[src/fwl_pkg.sv]
// package of opcodes, status bit positions and timing for the write-latch and status block
package fwl_pkg;
    localparam logic [7:0] OP_LATCH_SET = 8'h06;
    localparam logic [7:0] OP_LATCH_CLR = 8'h04;
    localparam logic [7:0] OP_VOL_EN = 8'h50;
    localparam logic [7:0] OP_RD_LOW = 8'h05;
    localparam logic [7:0] OP_RD_HIGH = 8'h35;
    localparam logic [7:0] OP_WR_STAT = 8'h01;
    localparam logic [7:0] OP_WR_HIGH = 8'h31;
    localparam logic [7:0] OP_WR_CFG = 8'h11;
    localparam logic [7:0] OP_PAGE_PROG = 8'h02;
    localparam logic [7:0] OP_PAGE_ERASE = 8'h81;
    localparam logic [7:0] OP_SECT_ERASE = 8'h20;
    localparam logic [7:0] OP_HALF_ERASE = 8'h52;
    localparam logic [7:0] OP_BLK_ERASE = 8'hd8;
    localparam logic [7:0] OP_CHIP_ERASE_A = 8'h60;
    localparam logic [7:0] OP_CHIP_ERASE_B = 8'hc7;
    localparam logic [7:0] OP_SUSPEND = 8'h75;
    localparam logic [7:0] OP_RESUME = 8'h7a;
    localparam logic [7:0] OP_RESET = 8'h99;
    // status bit positions
    localparam int BIT_BUSY = 0;
    localparam int BIT_WEL = 1;
    localparam int BIT_BP_LO = 2;
    localparam int BIT_RP_LO = 7;
    localparam int BIT_RP_HI = 8;
    localparam int BIT_QE = 9;
    localparam int BIT_FAIL = 10;
    localparam int BIT_LB_LO = 11;
    localparam int BIT_CMP = 14;
    localparam int BIT_SUS = 15;
    localparam logic [15:0] STATUS_RESET = 16'h0000;
    // writable masks: bits a status write may touch
    localparam logic [7:0] WR_MASK_LOW = 8'hfc;
    localparam logic [7:0] WR_MASK_HIGH = 8'h7b;
    // self-timed cycles
    localparam int CLK_MHZ = 25;
    localparam int STAT_WR_US = 5;
    localparam int STAT_WR_CYC = STAT_WR_US * CLK_MHZ;
    localparam int OP_US = 20;
    localparam int OP_CYC = OP_US * CLK_MHZ;
endpackage : fwl_pkg

[src/fwl_link_if.sv]
// interface carrying decoded serial frame events between front end and core
`timescale 1ns/1ps
`default_nettype none
interface fwl_link_if;
    logic byte_done;
    logic [7:0] byte_val;
    logic [5:0] byte_idx;
    logic frame_end;
    logic [5:0] frame_bytes;
    logic [2:0] bit_cnt;
    logic fall_edge;
    logic active;
    modport front (output byte_done, byte_val, byte_idx, frame_end,
                   frame_bytes, bit_cnt, fall_edge, active);
    modport core (input byte_done, byte_val, byte_idx, frame_end,
                  frame_bytes, bit_cnt, fall_edge, active);
endinterface : fwl_link_if
`default_nettype wire

[src/fwl_front.sv]
// serial front end: syncs chip select and clock, assembles bytes
`timescale 1ns/1ps
`default_nettype none
module fwl_front (
    // clock and reset
    input wire logic sys_clk,
    input wire logic arst_n,
    // serial pins
    input wire logic sck,
    input wire logic cs_n,
    input wire logic si,
    // decoded events
    fwl_link_if.front lk
);
    logic [1:0] sck_s;
    logic [1:0] cs_s;
    logic [1:0] si_s;
    logic sck_d;
    logic cs_d;
    logic [7:0] shift;
    wire rise = sck_s[1] & ~sck_d;
    wire fall = ~sck_s[1] & sck_d;
    wire sel = ~cs_s[1];
    wire [7:0] next_shift = {shift[6:0], si_s[1]};
    wire last_bit = lk.bit_cnt == 3'd7;
    always_ff @(posedge sys_clk or negedge arst_n) begin
        if (!arst_n) begin
            sck_s <= 2'h0;
            cs_s <= 2'h3;
            si_s <= 2'h0;
            sck_d <= 1'b0;
            cs_d <= 1'b1;
        end else begin
            sck_s <= {sck_s[0], sck};
            cs_s <= {cs_s[0], cs_n};
            si_s <= {si_s[0], si};
            sck_d <= sck_s[1];
            cs_d <= cs_s[1];
        end
    end
    always_ff @(posedge sys_clk or negedge arst_n) begin
        if (!arst_n) begin
            shift <= 8'h00;
            lk.bit_cnt <= 3'd0;
            lk.byte_done <= 1'b0;
            lk.byte_val <= 8'h00;
            lk.byte_idx <= 6'd0;
            lk.frame_bytes <= 6'd0;
            lk.frame_end <= 1'b0;
            lk.fall_edge <= 1'b0;
            lk.active <= 1'b0;
        end else begin
            lk.byte_done <= 1'b0;
            lk.fall_edge <= sel & fall;
            lk.frame_end <= cs_s[1] & ~cs_d;
            lk.active <= sel;
            if (!sel) begin
                // counts stay visible through the frame_end cycle so the
                // core can tell a clean eight-bit frame from a ragged one
                if (lk.frame_end) begin
                    lk.bit_cnt <= 3'd0;
                    lk.frame_bytes <= 6'd0;
                end
            end else if (rise) begin
                shift <= next_shift;
                lk.bit_cnt <= lk.bit_cnt + 3'd1;
                if (last_bit) begin
                    lk.byte_done <= 1'b1;
                    lk.byte_val <= next_shift;
                    lk.byte_idx <= lk.frame_bytes;
                    if (lk.frame_bytes != 6'h3f) begin
                        lk.frame_bytes <= lk.frame_bytes + 6'd1;
                    end
                end
            end
        end
    end
endmodule : fwl_front
`default_nettype wire

[src/fwl_status_regs.sv]
// status register bank with write-enable latch, protect policy and busy timer
`timescale 1ns/1ps
`default_nettype none
module fwl_status_regs
    import fwl_pkg::*;
#(
    parameter int STAT_WR_CYCLES = fwl_pkg::STAT_WR_CYC,
    parameter int OP_CYCLES = fwl_pkg::OP_CYC
) (
    // clock and reset
    input wire logic sys_clk,
    input wire logic arst_n,
    // serial bus pins
    input wire logic sck,
    input wire logic cs_n,
    input wire logic si,
    output logic so,
    output logic so_oe,
    // protect pin, active low
    input wire logic wp_n,
    // array engine report
    input wire logic op_fail,
    input wire logic region_hit,
    // status view
    output logic [15:0] status,
    output logic quad_io_enable,
    output logic op_start,
    output logic chip_erase_start
);
    import fwl_pkg::*;
    typedef enum logic [1:0] {
        ST_IDLE = 2'b00,
        ST_STAT_WR = 2'b01,
        ST_OP = 2'b10
    } fwl_busy_t;

    fwl_link_if lk ();
    fwl_front u_front (
        .sys_clk(sys_clk),
        .arst_n(arst_n),
        .sck(sck),
        .cs_n(cs_n),
        .si(si),
        .lk(lk)
    );

    logic [1:0] wp_s;
    logic [15:0] sreg;
    logic [7:0] opcode;
    logic [7:0] data0;
    logic [7:0] data1;
    logic vol_armed;
    logic vol_pending;
    logic [15:0] pend_val;
    logic [15:0] pend_mask;
    logic pend_vol;
    logic [7:0] tx;
    logic rd_on;
    logic [11:0] timer;
    logic op_is_chip;
    fwl_busy_t busy_st;

    wire write_enable_latch = sreg[BIT_WEL];
    wire busy = busy_st != ST_IDLE;
    wire [1:0] rp = {sreg[BIT_RP_HI], sreg[BIT_RP_LO]};
    wire [4:0] bp = sreg[BIT_BP_LO +: 5];
    // lock policy from the register-protect pair and the synced pin
    wire hw_locked = (rp == 2'b01 && !wp_s[1]) || rp[1];
    wire bp_open = bp == 5'h00;
    wire one_byte = lk.frame_bytes == 6'd1;
    wire exact_op = lk.frame_end && one_byte && lk.bit_cnt == 3'd0;
    wire is_wr_low = opcode == OP_WR_STAT;
    wire is_wr_high = opcode == OP_WR_HIGH;
    wire wr_frame = lk.frame_end && lk.bit_cnt == 3'd0 &&
        ((is_wr_low && (lk.frame_bytes == 6'd2 || lk.frame_bytes == 6'd3))
        || (is_wr_high && lk.frame_bytes == 6'd2));
    // volatile write needs no latch, non-volatile needs it
    wire wr_allowed = (write_enable_latch || vol_armed) && !hw_locked && !busy;
    wire is_prog = opcode == OP_PAGE_PROG || opcode == OP_PAGE_ERASE ||
        opcode == OP_SECT_ERASE || opcode == OP_HALF_ERASE ||
        opcode == OP_BLK_ERASE;
    wire is_chip = opcode == OP_CHIP_ERASE_A || opcode == OP_CHIP_ERASE_B;
    wire prog_frame = lk.frame_end && lk.bit_cnt == 3'd0 &&
        ((is_prog && lk.frame_bytes >= 6'd4) || (is_chip && one_byte));
    wire prog_go = prog_frame && write_enable_latch && !busy &&
        !(is_prog && region_hit) && !(is_chip && !bp_open);
    wire prog_blocked = prog_frame && write_enable_latch && !busy && !prog_go;
    wire [15:0] wr_val = is_wr_high ? {data0, 8'h00} :
        (lk.frame_bytes == 6'd3 ? {data1, data0} : {8'h00, data0});
    wire [15:0] wr_mask_raw = is_wr_high ? {WR_MASK_HIGH, 8'h00} :
        (lk.frame_bytes == 6'd3 ? {WR_MASK_HIGH, WR_MASK_LOW} :
        {8'h00, WR_MASK_LOW});
    // security lock bits can only be raised by or-ing them in
    wire [15:0] lock_keep = 16'h0007 << BIT_LB_LO;
    wire [15:0] next_sreg_wr = (sreg & ~pend_mask) | (pend_val & pend_mask &
        ~lock_keep) | (sreg & lock_keep) | (pend_val & pend_mask & lock_keep);
    wire timer_done = timer == 12'd1;

    always_ff @(posedge sys_clk or negedge arst_n) begin
        if (!arst_n) begin
            wp_s <= 2'h3;
        end else begin
            wp_s <= {wp_s[0], wp_n};
        end
    end

    always_ff @(posedge sys_clk or negedge arst_n) begin
        if (!arst_n) begin
            opcode <= 8'h00;
            data0 <= 8'h00;
            data1 <= 8'h00;
        end else if (lk.byte_done) begin
            if (lk.byte_idx == 6'd0) begin
                opcode <= lk.byte_val;
            end else if (lk.byte_idx == 6'd1) begin
                data0 <= lk.byte_val;
            end else if (lk.byte_idx == 6'd2) begin
                data1 <= lk.byte_val;
            end
        end
    end

    // volatile arm lasts only for the very next frame
    always_ff @(posedge sys_clk or negedge arst_n) begin
        if (!arst_n) begin
            vol_armed <= 1'b0;
        end else if (lk.frame_end) begin
            vol_armed <= exact_op && opcode == OP_VOL_EN;
        end
    end

    always_ff @(posedge sys_clk or negedge arst_n) begin
        if (!arst_n) begin
            busy_st <= ST_IDLE;
            timer <= 12'd0;
            pend_val <= 16'h0000;
            pend_mask <= 16'h0000;
            pend_vol <= 1'b0;
            op_is_chip <= 1'b0;
            vol_pending <= 1'b0;
        end else begin
            unique case (busy_st)
                ST_IDLE: begin
                    if (wr_frame && wr_allowed) begin
                        pend_val <= wr_val;
                        // raw write mask taken; block-protect bits not held back
                        pend_mask <= wr_mask_raw;
                        pend_vol <= vol_armed;
                        if (vol_armed) begin
                            vol_pending <= 1'b1;
                        end else begin
                            busy_st <= ST_STAT_WR;
                            timer <= 12'(STAT_WR_CYCLES);
                        end
                    end else if (prog_go) begin
                        busy_st <= ST_OP;
                        timer <= 12'(OP_CYCLES);
                        op_is_chip <= is_chip;
                    end
                    if (vol_pending) begin
                        vol_pending <= 1'b0;
                    end
                end
                ST_STAT_WR, ST_OP: begin
                    timer <= timer - 12'd1;
                    if (timer_done) begin
                        busy_st <= ST_IDLE;
                    end
                end
                default: busy_st <= ST_IDLE;
            endcase
        end
    end

    wire stat_wr_end = busy_st == ST_STAT_WR && timer_done;
    wire op_end = busy_st == ST_OP && timer_done;
    wire single_set = exact_op && opcode == OP_LATCH_SET;
    wire single_clr = exact_op && (opcode == OP_LATCH_CLR ||
        opcode == OP_SUSPEND || opcode == OP_RESET);
    wire [15:0] next_sreg = (stat_wr_end || vol_pending) ? next_sreg_wr : sreg;

    always_ff @(posedge sys_clk or negedge arst_n) begin
        if (!arst_n) begin
            sreg <= STATUS_RESET;
        end else begin
            // read-only bits are never taken from a status write
            sreg <= next_sreg;
            sreg[BIT_BUSY] <= busy_st != ST_IDLE && !timer_done;
            if (single_set) begin
                sreg[BIT_WEL] <= 1'b1;
            end else if (single_clr || stat_wr_end || op_end) begin
                sreg[BIT_WEL] <= 1'b0;
            end else if (vol_pending) begin
                sreg[BIT_WEL] <= sreg[BIT_WEL];
            end
            if (prog_blocked || (op_end && op_fail)) begin
                sreg[BIT_FAIL] <= 1'b1;
            end else if (op_end) begin
                sreg[BIT_FAIL] <= 1'b0;
            end
            if (exact_op && opcode == OP_SUSPEND && busy) begin
                sreg[BIT_SUS] <= 1'b1;
            end else if (exact_op && opcode == OP_RESUME) begin
                sreg[BIT_SUS] <= 1'b0;
            end
        end
    end

    // read shifter: loads after the opcode byte, shifts on clock falls
    always_ff @(posedge sys_clk or negedge arst_n) begin
        if (!arst_n) begin
            tx <= 8'h00;
            rd_on <= 1'b0;
            so <= 1'b0;
            so_oe <= 1'b0;
        end else begin
            if (!lk.active) begin
                rd_on <= 1'b0;
                so_oe <= 1'b0;
            end else if (lk.byte_done && lk.byte_idx == 6'd0 &&
                (lk.byte_val == OP_RD_LOW || lk.byte_val == OP_RD_HIGH)) begin
                rd_on <= 1'b1;
                tx <= lk.byte_val == OP_RD_HIGH ? sreg[15:8] : sreg[7:0];
            end else if (rd_on && lk.fall_edge) begin
                so <= tx[7];
                so_oe <= 1'b1;
                tx <= {tx[6:0], tx[7]};
            end
        end
    end

    always_ff @(posedge sys_clk or negedge arst_n) begin
        if (!arst_n) begin
            status <= STATUS_RESET;
            quad_io_enable <= 1'b0;
            op_start <= 1'b0;
            chip_erase_start <= 1'b0;
        end else begin
            status <= sreg;
            quad_io_enable <= sreg[BIT_QE];
            op_start <= prog_go && !is_chip;
            chip_erase_start <= prog_go && is_chip;
        end
    end

    wire [1:0] lb_unused = {op_is_chip, pend_vol};

    chk_latch_set_timing: assert property (@(posedge sys_clk) disable iff (!arst_n)
        single_set |=> sreg[BIT_WEL]) else $error("latch not set");
    chk_latch_clear_cmd: assert property (@(posedge sys_clk) disable iff (!arst_n)
        exact_op && opcode == OP_LATCH_CLR |=> !sreg[BIT_WEL])
        else $error("latch not cleared");
    chk_vol_no_latch: assert property (@(posedge sys_clk) disable iff (!arst_n)
        exact_op && opcode == OP_VOL_EN && !sreg[BIT_WEL] |=> !sreg[BIT_WEL])
        else $error("volatile enable set latch");
    chk_write_needs_latch: assert property (@(posedge sys_clk) disable iff (!arst_n)
        prog_frame && !write_enable_latch |=> busy_st == ST_IDLE)
        else $error("operation without latch");
    chk_chip_erase_guard: assert property (@(posedge sys_clk) disable iff (!arst_n)
        prog_go && is_chip |-> bp_open) else $error("chip erase while protected");
    chk_lock_policy: assert property (@(posedge sys_clk) disable iff (!arst_n)
        wr_frame && hw_locked |=> busy_st != ST_STAT_WR)
        else $error("locked status written");
    chk_busy_stat_wr: assert property (@(posedge sys_clk) disable iff (!arst_n)
        $rose(busy_st == ST_STAT_WR) |=> sreg[BIT_BUSY] [*2])
        else $error("busy not shown");
    chk_wr_end_latch: assert property (@(posedge sys_clk) disable iff (!arst_n)
        stat_wr_end && !single_set |=> !sreg[BIT_WEL] && !sreg[BIT_BUSY])
        else $error("write end state wrong");
    chk_lock_sticky: assert property (@(posedge sys_clk) disable iff (!arst_n)
        $past(sreg[BIT_LB_LO]) |-> sreg[BIT_LB_LO])
        else $error("security lock cleared");
    chk_fail_on_block: assert property (@(posedge sys_clk) disable iff (!arst_n)
        prog_blocked |=> sreg[BIT_FAIL]) else $error("fail flag missed");
    chk_cmp_region: assert property (@(posedge sys_clk) disable iff (!arst_n)
        prog_go && is_prog |-> !region_hit) else $error("protected region hit");
endmodule : fwl_status_regs
`default_nettype wire

[config.mk]
export PLATFORM = sky130hd
export DESIGN_NAME = fwl_status_regs
export DESIGN_NICKNAME = d
export VERILOG_FILES = /design/src/fwl_pkg.sv /design/src/fwl_link_if.sv /design/src/fwl_front.sv /design/src/fwl_status_regs.sv
export SDC_FILE = /design/constraint.sdc
export NUM_CORES = 1
export LEC_CHECK = 0
export ABC_AREA = 0
export BUFFER_PORTS_ARGS = -buffer_cell sky130_fd_sc_hd__buf_2
export CAP_MARGIN = 20
export CORE_UTILIZATION = 31
export CTS_CLUSTER_SIZE = 14
export DETAILED_ROUTE_END_ITERATION = 10
export MAX_ROUTING_LAYER = met4
export PLACE_DENSITY = 0.55
export SYNTH_ARGS = -nofsm -noshare
export SYNTH_HDL_FRONTEND = slang
export SYNTH_HIERARCHICAL = 1
export SYNTH_SLANG_ARGS = --single-unit
[constraint.sdc]
create_clock -name sys_clk -period 3.3 [get_ports sys_clk]
set_clock_uncertainty 0.15 [all_clocks]
set_input_delay 0.66 -clock sys_clk [delete_from_list [all_inputs] [get_ports sys_clk]]
set_output_delay 0.66 -clock sys_clk [all_outputs]
set_load 0.02 [all_outputs]
==> results.env, run 1 <==
RUN_STATUS='completed'
DIE_AREA_SQ_UM=20600
GR-USAGE-ALL-LAYERS_PCT=14.4
TIMING.CRITICAL_PATH.DEPTH=6
P_PER_AREA_nW_PER_UM2=534
YS_WARN_COUNT=6
SLEW_AT_THE_PIN_CLOSEST_TO_ITS_MAX_SLEW_LIMIT_NS=0.702
CTS_POST_SETUP_BUFFERS_INSERTED=0
YOSYS-TOP-CELLS-AREA='dfrtp_1 (55%), mux2_2 (9.2%), nand2_1 (3.1%)'
FINAL.SETUP.TNS_NS=0
FMAX_MHz=361
IR_DROP_V=0.000316
PORT_BUFFERS=28
DRIVE_ABOVE_1_SHARE_PCT=25.9
GP_ROUTABILITY_CONGESTION=0.784
CRIT_FAMILY='simple AND/OR/NAND/NOR gates'
CRITICAL_PATH.MAX_STAGE_DELAY_NS=0.60
PATH_CLK_SLEW_NS=0.06
POST_CTS_RESIZED=0
WORST_SKEW_PAIR_LATENCY_NS=0.42
CTS.PATH.MAX_BUFFERS=2
VIA_COUNT_OF_THE_FIRST_GLOBAL_ROUTING_PASS=4178
YOSYSMOSTFREQUENTCELL='dfrtp_1'
DRC_ERRORS=0
SYNTH.NET_COUNT=551
INITIAL_UTILIZATION_PCT=31.8
FIN_CRIT_NS=2.77
SEQUENTIAL_AREA_SHARE_AFTER_SYNTHESIS_PCT=56.9
FINAL_PERIOD_UTIL_PCT=83.8
GRT_FIRST_PASS_WIRELENGTH_MM=22.1
CRIT_CHAIN='or4_1, nor2_1, and4b_1, a21oi_1, nor2b_1, mux2_2'
AREA_DELTA_SYNTH_FINAL_PCT=17.1
CLOCKROOTBUFFER='clkbuf_16'
CRITICAL_PATH.REG2REG.STARTPOINT='timer[6]'
WL_MM=13.1
GRT_START_MAX_NET_PINS=60
NETS=587
CTS_TREE='yes'
FINALHOLDVIOLATIONS=0
GRT-OVFL-TOTAL=0
ROUTE.VIAS.TOTAL=4181
FINALNONFILLERCELLS=849
P_LEAK_nW=3.30
FLOORPLAN.CORE_AREA_SQ_UM=19500
TIMING_WORST_SETUP_PATH_TYPE='reg -> reg'
GRT_ANTENNA_BEFORE_REPAIR=0
DETAIL_ROUTE.ITER0.VIOLATIONS=287
CLOCK_SINK_COUNT=141
HOLD_BUFFERS=0
CRIT_PATH_MAX_FO=6
DIE_H_UM=144
YOSYS.AREA.TOP_TYPE_SHARE_PCT=54.8
LAYOUT.CELL_AREA.NON_FILLER_SQ_UM=7280
TIMING.SLEW.HEADROOM_PCT=53.0
NUM_ANTENNA_CELLS=0
SYNTH.CELLS.MOST_FREQUENT='dfrtp_1 (136), nand2_1 (52), mux2_2 (51)'
H-TREE-DEPTH=4
MAXSLEWVIOLCOUNT=0
DP.FINAL_HPWL_MM=9.25
MAX_CAP_VIOLATIONS=0
SYNTH.LARGEST_AREA_CELL='dfrtp_1'
NUMBER_OF_FLOPS_MAPPED_TO_ENABLE_CELLS_BY_YOSYS=0
WORST_EP_ARRIVAL_TIME_NS=2.92
SYN-INSTANCE-COUNT=535
WORSTHOLDPATHTYPE='in -> async'
SYNTH_SEQ_CELLS=141
DRT-WIRELENGTH-PER-CELL_UM=15.5
REG2REG_DEPTH=6
POST_DRT_VIA_CELL_RATIO=4.92
ENDPOINT_KIND='register'
DRT.ANTENNA.VIOLATING_NETS=0
CRITICAL-PATH-SLOWEST-CELL='or4_1'
NUMBER_OF_SETUP_VIOLATIONS_IN_THE_FINAL_REPORT=0
FLOORPLAN.DIE.WIDTH_UM=144
DESIGN.PORTCOUNT=29
SYN_AREA_SQ_UM=6210
SYN_AVG_CELL_AREA_SQ_UM=11.6
SYNTH_ASYNC_SR_FLOP_SHARE_PCT=100
NUMCTSBUFFERS=17
DOMINANTREGCELLSYNTH='dfrtp_1'
CP-STARTPOINT='timer[6]'
PLACE_INST=817
GRT_SETUP_UNREPAIRED='false'
SYNTH.LIB_CELLS_USED.DISTINCT=70
CRIT_PATH_START_KIND='register'
PLACED_AREA_SQ_UM=6670
R2R_SETUP_SLACK_NS=0.53
DETAILEDROUTE.FIRSTPASSITERATIONCOUNT=4
CRITPATHBUFINV=0
NUM_ROWS=51
CP_DATA_REQUIRED_TIME_NS=3.45
[layout by cell type, fill, tap and decap left out, types with 4 or more instances in the layout]
| master | netlist | layout |
|---|---|---|
| a21oi_1 | 26 | 26 |
| buf_2 | 4 | 27 |
| nor4_1 | 5 | 5 |
| inv_1 | 14 | 14 |
| buf_4 | 3 | 9 |
| nor2_1 | 37 | 37 |
| nor4b_1 | 4 | 4 |
| nand3_1 | 18 | 18 |
| nor3_1 | 6 | 6 |
| o211ai_1 | 6 | 6 |
| dfrtp_1 | 136 | 136 |
| o31ai_1 | 4 | 4 |
| o21ai_0 | 20 | 20 |
| ha_1 | 8 | 8 |
| and3_1 | 6 | 6 |
| nand2_1 | 52 | 52 |
| mux2i_1 | 15 | 15 |
| nand2b_1 | 4 | 4 |
| clkbuf_16 | 0 | 17 |
| nand4_1 | 8 | 8 |
| dfstp_2 | 5 | 5 |
| clkinv_4 | 0 | 6 |
| a22oi_1 | 7 | 7 |
| mux2_2 | 51 | 51 |
| a21o_1 | 4 | 4 |
| nor2b_1 | 7 | 7 |
[cells by family after synthesis]
logic type               synth area share (%)
multiplexers                             11.7
AND/OR/NAND/NOR                          16.6
XOR/XNOR                                0.423
buffers and inverters                    2.74
adder cells (fa/ha/maj)                  1.61
AO/OA/AOI/OAI                            10.1
flip-flops                               56.9
[worst reg2reg max path, stage by stage, from the launching register on]
cell	delay, ns
dfrtp_1	0.42
or4_1	0.60
nor2_1	0.15
and4b_1	0.34
a21oi_1	0.13
nor2b_1	0.45
mux2_2	0.40
[final cells by class]
cell class                      count  area (sq um)
Clock buffer                       19           453
Multi-Input combinational cell    357          2510
Sequential cell                   141          3530
Inverter                           16          60.1
Tap cell                          265           332
Clock inverter                     13           156
Timing Repair Buffer               38           234
Fill cell                        1931         12200
[through the flow]
stage / hold slack [ns] / utilization (%) / worst slack, ns / total power [mW]
floorplan: 0.181 / - / 0.805 / 1.91
global placement: 0.185 / 34.2 / 0.591 / 1.97
CTS: 0.0708 / 37.3 / 0.518 / 3.95
finish: 0.0513 / 37.3 / 0.534 / 3.89
global route: 0.0933 / 37.3 / 0.348 / 4.04
detailed placement: 0.186 / 34.2 / 0.543 / 1.98
[routing by layer]
layer	track usage, %	routed length, um	up-vias	part of all wire, %
met5	-	0	-	0
met4	4.37	166	0	1.3
met3	3.80	498	15	3.8
met2	21.7	6140	74	47
met1	18.9	6310	2085	48
li1	-	-	2007	-
[report_power, final]
| part | internal [mW] | leakage, nW | switching, mW | total, mW |
|---|---|---|---|---|
| Clock | 1.17 | 0.292 | 0.777 | 1.95 |
| Combinational | 0.0515 | 1.13 | 0.0616 | 0.113 |
| Sequential | 1.79 | 1.88 | 0.0436 | 1.83 |
[flip-flops by register name, indices dropped and copies added (netlist names), 2 cells and up, named ones only]
signal and cells:
busy_st 2, data0 8, data1 6, opcode 8, pend_mask 2, pend_val 12
sreg 7, status 16, timer 12, tx 8, u_front/cs_s 2, u_front/lk.bit_cnt 3
u_front/lk.byte_idx 6, u_front/lk.byte_val 8, u_front/lk.frame_bytes 6, u_front/sck_s 2, u_front/shift 7, u_front/si_s 2
wp_s 2
[how the worst min path moves through the flow]
stage                           from                   endpoint  slack (ns)  cells after the start
global route                  arst_n      u_front/lk.bit_cnt[1]        0.09                      1
floorplan           u_front/sck_s[0]           u_front/sck_s[1]        0.18                      0
detailed placement  u_front/sck_s[0]           u_front/sck_s[1]        0.19                      0
finish                        arst_n  u_front/lk.frame_bytes[0]        0.05                      1
CTS                           arst_n  u_front/lk.frame_bytes[0]        0.07                      1
global placement     u_front/si_s[0]            u_front/si_s[1]        0.19                      0
No activity file was read; power rests on OpenSTA's default activity.
==> inputs of run 2 (changes only) <==
==> constraint.sdc (replaced) <==
create_clock -name sys_clk -period 2.6 [get_ports sys_clk]
set_clock_uncertainty 0.15 [all_clocks]
set_input_delay 0.52 -clock sys_clk [delete_from_list [all_inputs] [get_ports sys_clk]]
set_output_delay 0.52 -clock sys_clk [all_outputs]
set_load 0.02 [all_outputs]
==> results.env, run 2 (synthesized netlist as in run 1, its figures left out) <==
P_PER_AREA_nW_PER_UM2=631
DP.FINAL_HPWL_MM=9.72
DETAIL_ROUTE.ITER0.VIOLATIONS=274
CP_DATA_REQUIRED_TIME_NS=2.75
IR_DROP_V=0.000396
WORST_HOLD_STARTPOINT='wp_n'
FMAX_MHz=388
FINAL_PERIOD_UTIL_PCT=99.1
RUN_STATUS='completed'
HOLD_PATH_END='wp_s[0]'
CTS.PATH.MAX_BUFFERS=2
AREA_DELTA_SYNTH_FINAL_PCT=24.0
FINAL.SETUP.TNS_NS=0
WL_MM=13.7
GRT_START_MAX_NET_PINS=56
FINAL_CELL_MIX='dfrtp_1 (136), nand2_1 (51), mux2_2 (51)'
GRT_FIRST_PASS_WIRELENGTH_MM=22.5
WHS_NS=0.0417
NUMBER_OF_SETUP_VIOLATIONS_IN_THE_FINAL_REPORT=0
MAX_CAP_VIOLATIONS=0
DRT-WIRELENGTH-PER-CELL_UM=15.3
DETAILEDROUTE.FIRSTPASSITERATIONCOUNT=4
PATH_CLK_SLEW_NS=0.06
GP_ROUTABILITY_CONGESTION=0.835
INITIAL_UTILIZATION_PCT=31.8
PORT_BUFFERS=28
GR-USAGE-ALL-LAYERS_PCT=14.9
REG2REG_DEPTH=8
DIE_AREA_SQ_UM=20600
P_LEAK_nW=3.53
CRIT_PATH_START_KIND='register'
VIA_COUNT_OF_THE_FIRST_GLOBAL_ROUTING_PASS=4381
REGTOREGENDPOINT='timer[5]'
FIN_CRIT_NS=2.58
DESIGN.PORTCOUNT=29
CTS_TREE='yes'
MOSTFREQUENTLAYOUTCELL='dfrtp_1'
FIN_WS_NS=0.0227
WORST_SKEW_PAIR_LATENCY_NS=0.42
PLACED_AREA_SQ_UM=6980
FINALNONFILLERCELLS=893
ROUTE.VIAS.TOTAL=4331
LARGEST_REGISTER='status'
NETS=631
PLACE_INST=855
DRIVE_ABOVE_1_SHARE_PCT=32.5
H-TREE-DEPTH=4
HOLD-PATH-CELL-COUNT=1
FINALHOLDVIOLATIONS=0
DIE_H_UM=144
CRITICAL-PATH-SLOWEST-CELL='or4_4'
POWER.TOTAL_mW=4.86
FLOORPLAN.CORE_AREA_SQ_UM=19500
GRT_ANTENNA_BEFORE_REPAIR=0
NUM_ANTENNA_CELLS=0
R2R_SETUP_SLACK_NS=0.02
CLOCK_SINK_COUNT=141
TIMING.SLEW.HEADROOM_PCT=66.4
GRT_SETUP_UNREPAIRED='true'
NUM_ROWS=51
CRIT_PATH_MAX_FO=7
PRECTSSETUPSLACK_NS=-0.0808
LAYOUT.CELL_AREA.NON_FILLER_SQ_UM=7700
CLOCKROOTBUFFER='clkbuf_16'
CRIT_CHAIN='or4_4, nor3b_2, and4_1, o221ai_2, a211oi_4, buf_12, and4_4, nor3_2'
SLEW_AT_THE_PIN_CLOSEST_TO_ITS_MAX_SLEW_LIMIT_NS=0.499
ENDPOINT_KIND='register'
CRITICAL_PATH.MAX_STAGE_DELAY_NS=0.57
MAXSLEWVIOLCOUNT=0
POST_DRT_VIA_CELL_RATIO=4.85
DRT.ANTENNA.VIOLATING_NETS=0
FLOORPLAN.DIE.WIDTH_UM=144
TIMING_WORST_SETUP_PATH_TYPE='reg -> reg'
DRC_ERRORS=0
NUMCTSBUFFERS=17
LAYOUT_TOP_REGISTERS='status: 16 flops, pend_val: 12 flops, timer: 12 flops'
POST-ROUTE-UTIL_PCT=39.5
WORSTHOLDPATHTYPE='in -> reg'
GRT-OVFL-TOTAL=0
WORST_EP_ARRIVAL_TIME_NS=2.73
LARGEST_REG_FLOPS=16
CRITICAL_PATH.REG2REG.STARTPOINT='u_front/lk.frame_bytes[3]'
[run 2: cell types whose count changed in the layout (fill, tap and decap cells not counted), moves of 2 or more]
cell and delta:
clkbuf_8 -2, buf_4 +41, inv_8 +2, clkinv_4 -4, nor4_1 -2, clkinvlp_4 +2, buf_12 +2
[run 2: final cells by class]
cell class                 count  area (sq um)
fill                        1917         11800
clock buffer                  17           425
clock inverter                15           159
tap                          265           332
inverter                      16          60.1
timing repair buffer          82           592
multi-input combinational    357          2600
sequential                   141          3530
[run 2: critical path: cells and delay by family, from the launching register on]
| family | cells | cell delay (ns) |
|---|---|---|
| compound gates | 2 | 0.49 |
| simple gates | 5 | 1.26 |
| buf+inv | 1 | 0.17 |
| flops | 1 | 0.38 |
[run 2: repair_timing]
action                                 in CTS  in global routing
buffers inserted                            2                  3
hold buffers                                1                  0
pin swaps                                   3                  3
gates resized for setup                     6                 10
cloned                                      0                  0
setup endpoints to repair                  11                 14
endpoints found under the hold margin      28                  0
[run 2: worst max-delay path by stage]
stage | start | to | slack (ns)
4_1_cts | opcode[0] | timer[5] | 0.0008
3_3_place_gp | opcode[0] | timer[11] | -0.06
3_5_place_dp | u_front/lk.frame_bytes[3] | timer[5] | -0.08
5_1_grt | opcode[3] | timer[11] | -0.09
6_report | u_front/lk.frame_bytes[3] | timer[5] | 0.02
2_1_floorplan | u_front/lk.frame_bytes[3] | timer[5] | 0.10
[run 2: layer usage]
metal,wire length [um],global-route usage (%),vias up
met5,0,-,-
met1,6390,18.1,2133
met4,204,5.32,0
met3,431,4.23,18
met2,6650,23.6,85
li1,-,-,2095
[run 2: power by group]
group          total [mW]  leakage (nW)  switching, mW  internal (mW)
clock                2.38         0.275           1.03           1.35
sequential           2.32          1.88         0.0518           2.27
combinational       0.168          1.37         0.0864         0.0811
total                4.86          3.53           1.16           3.70
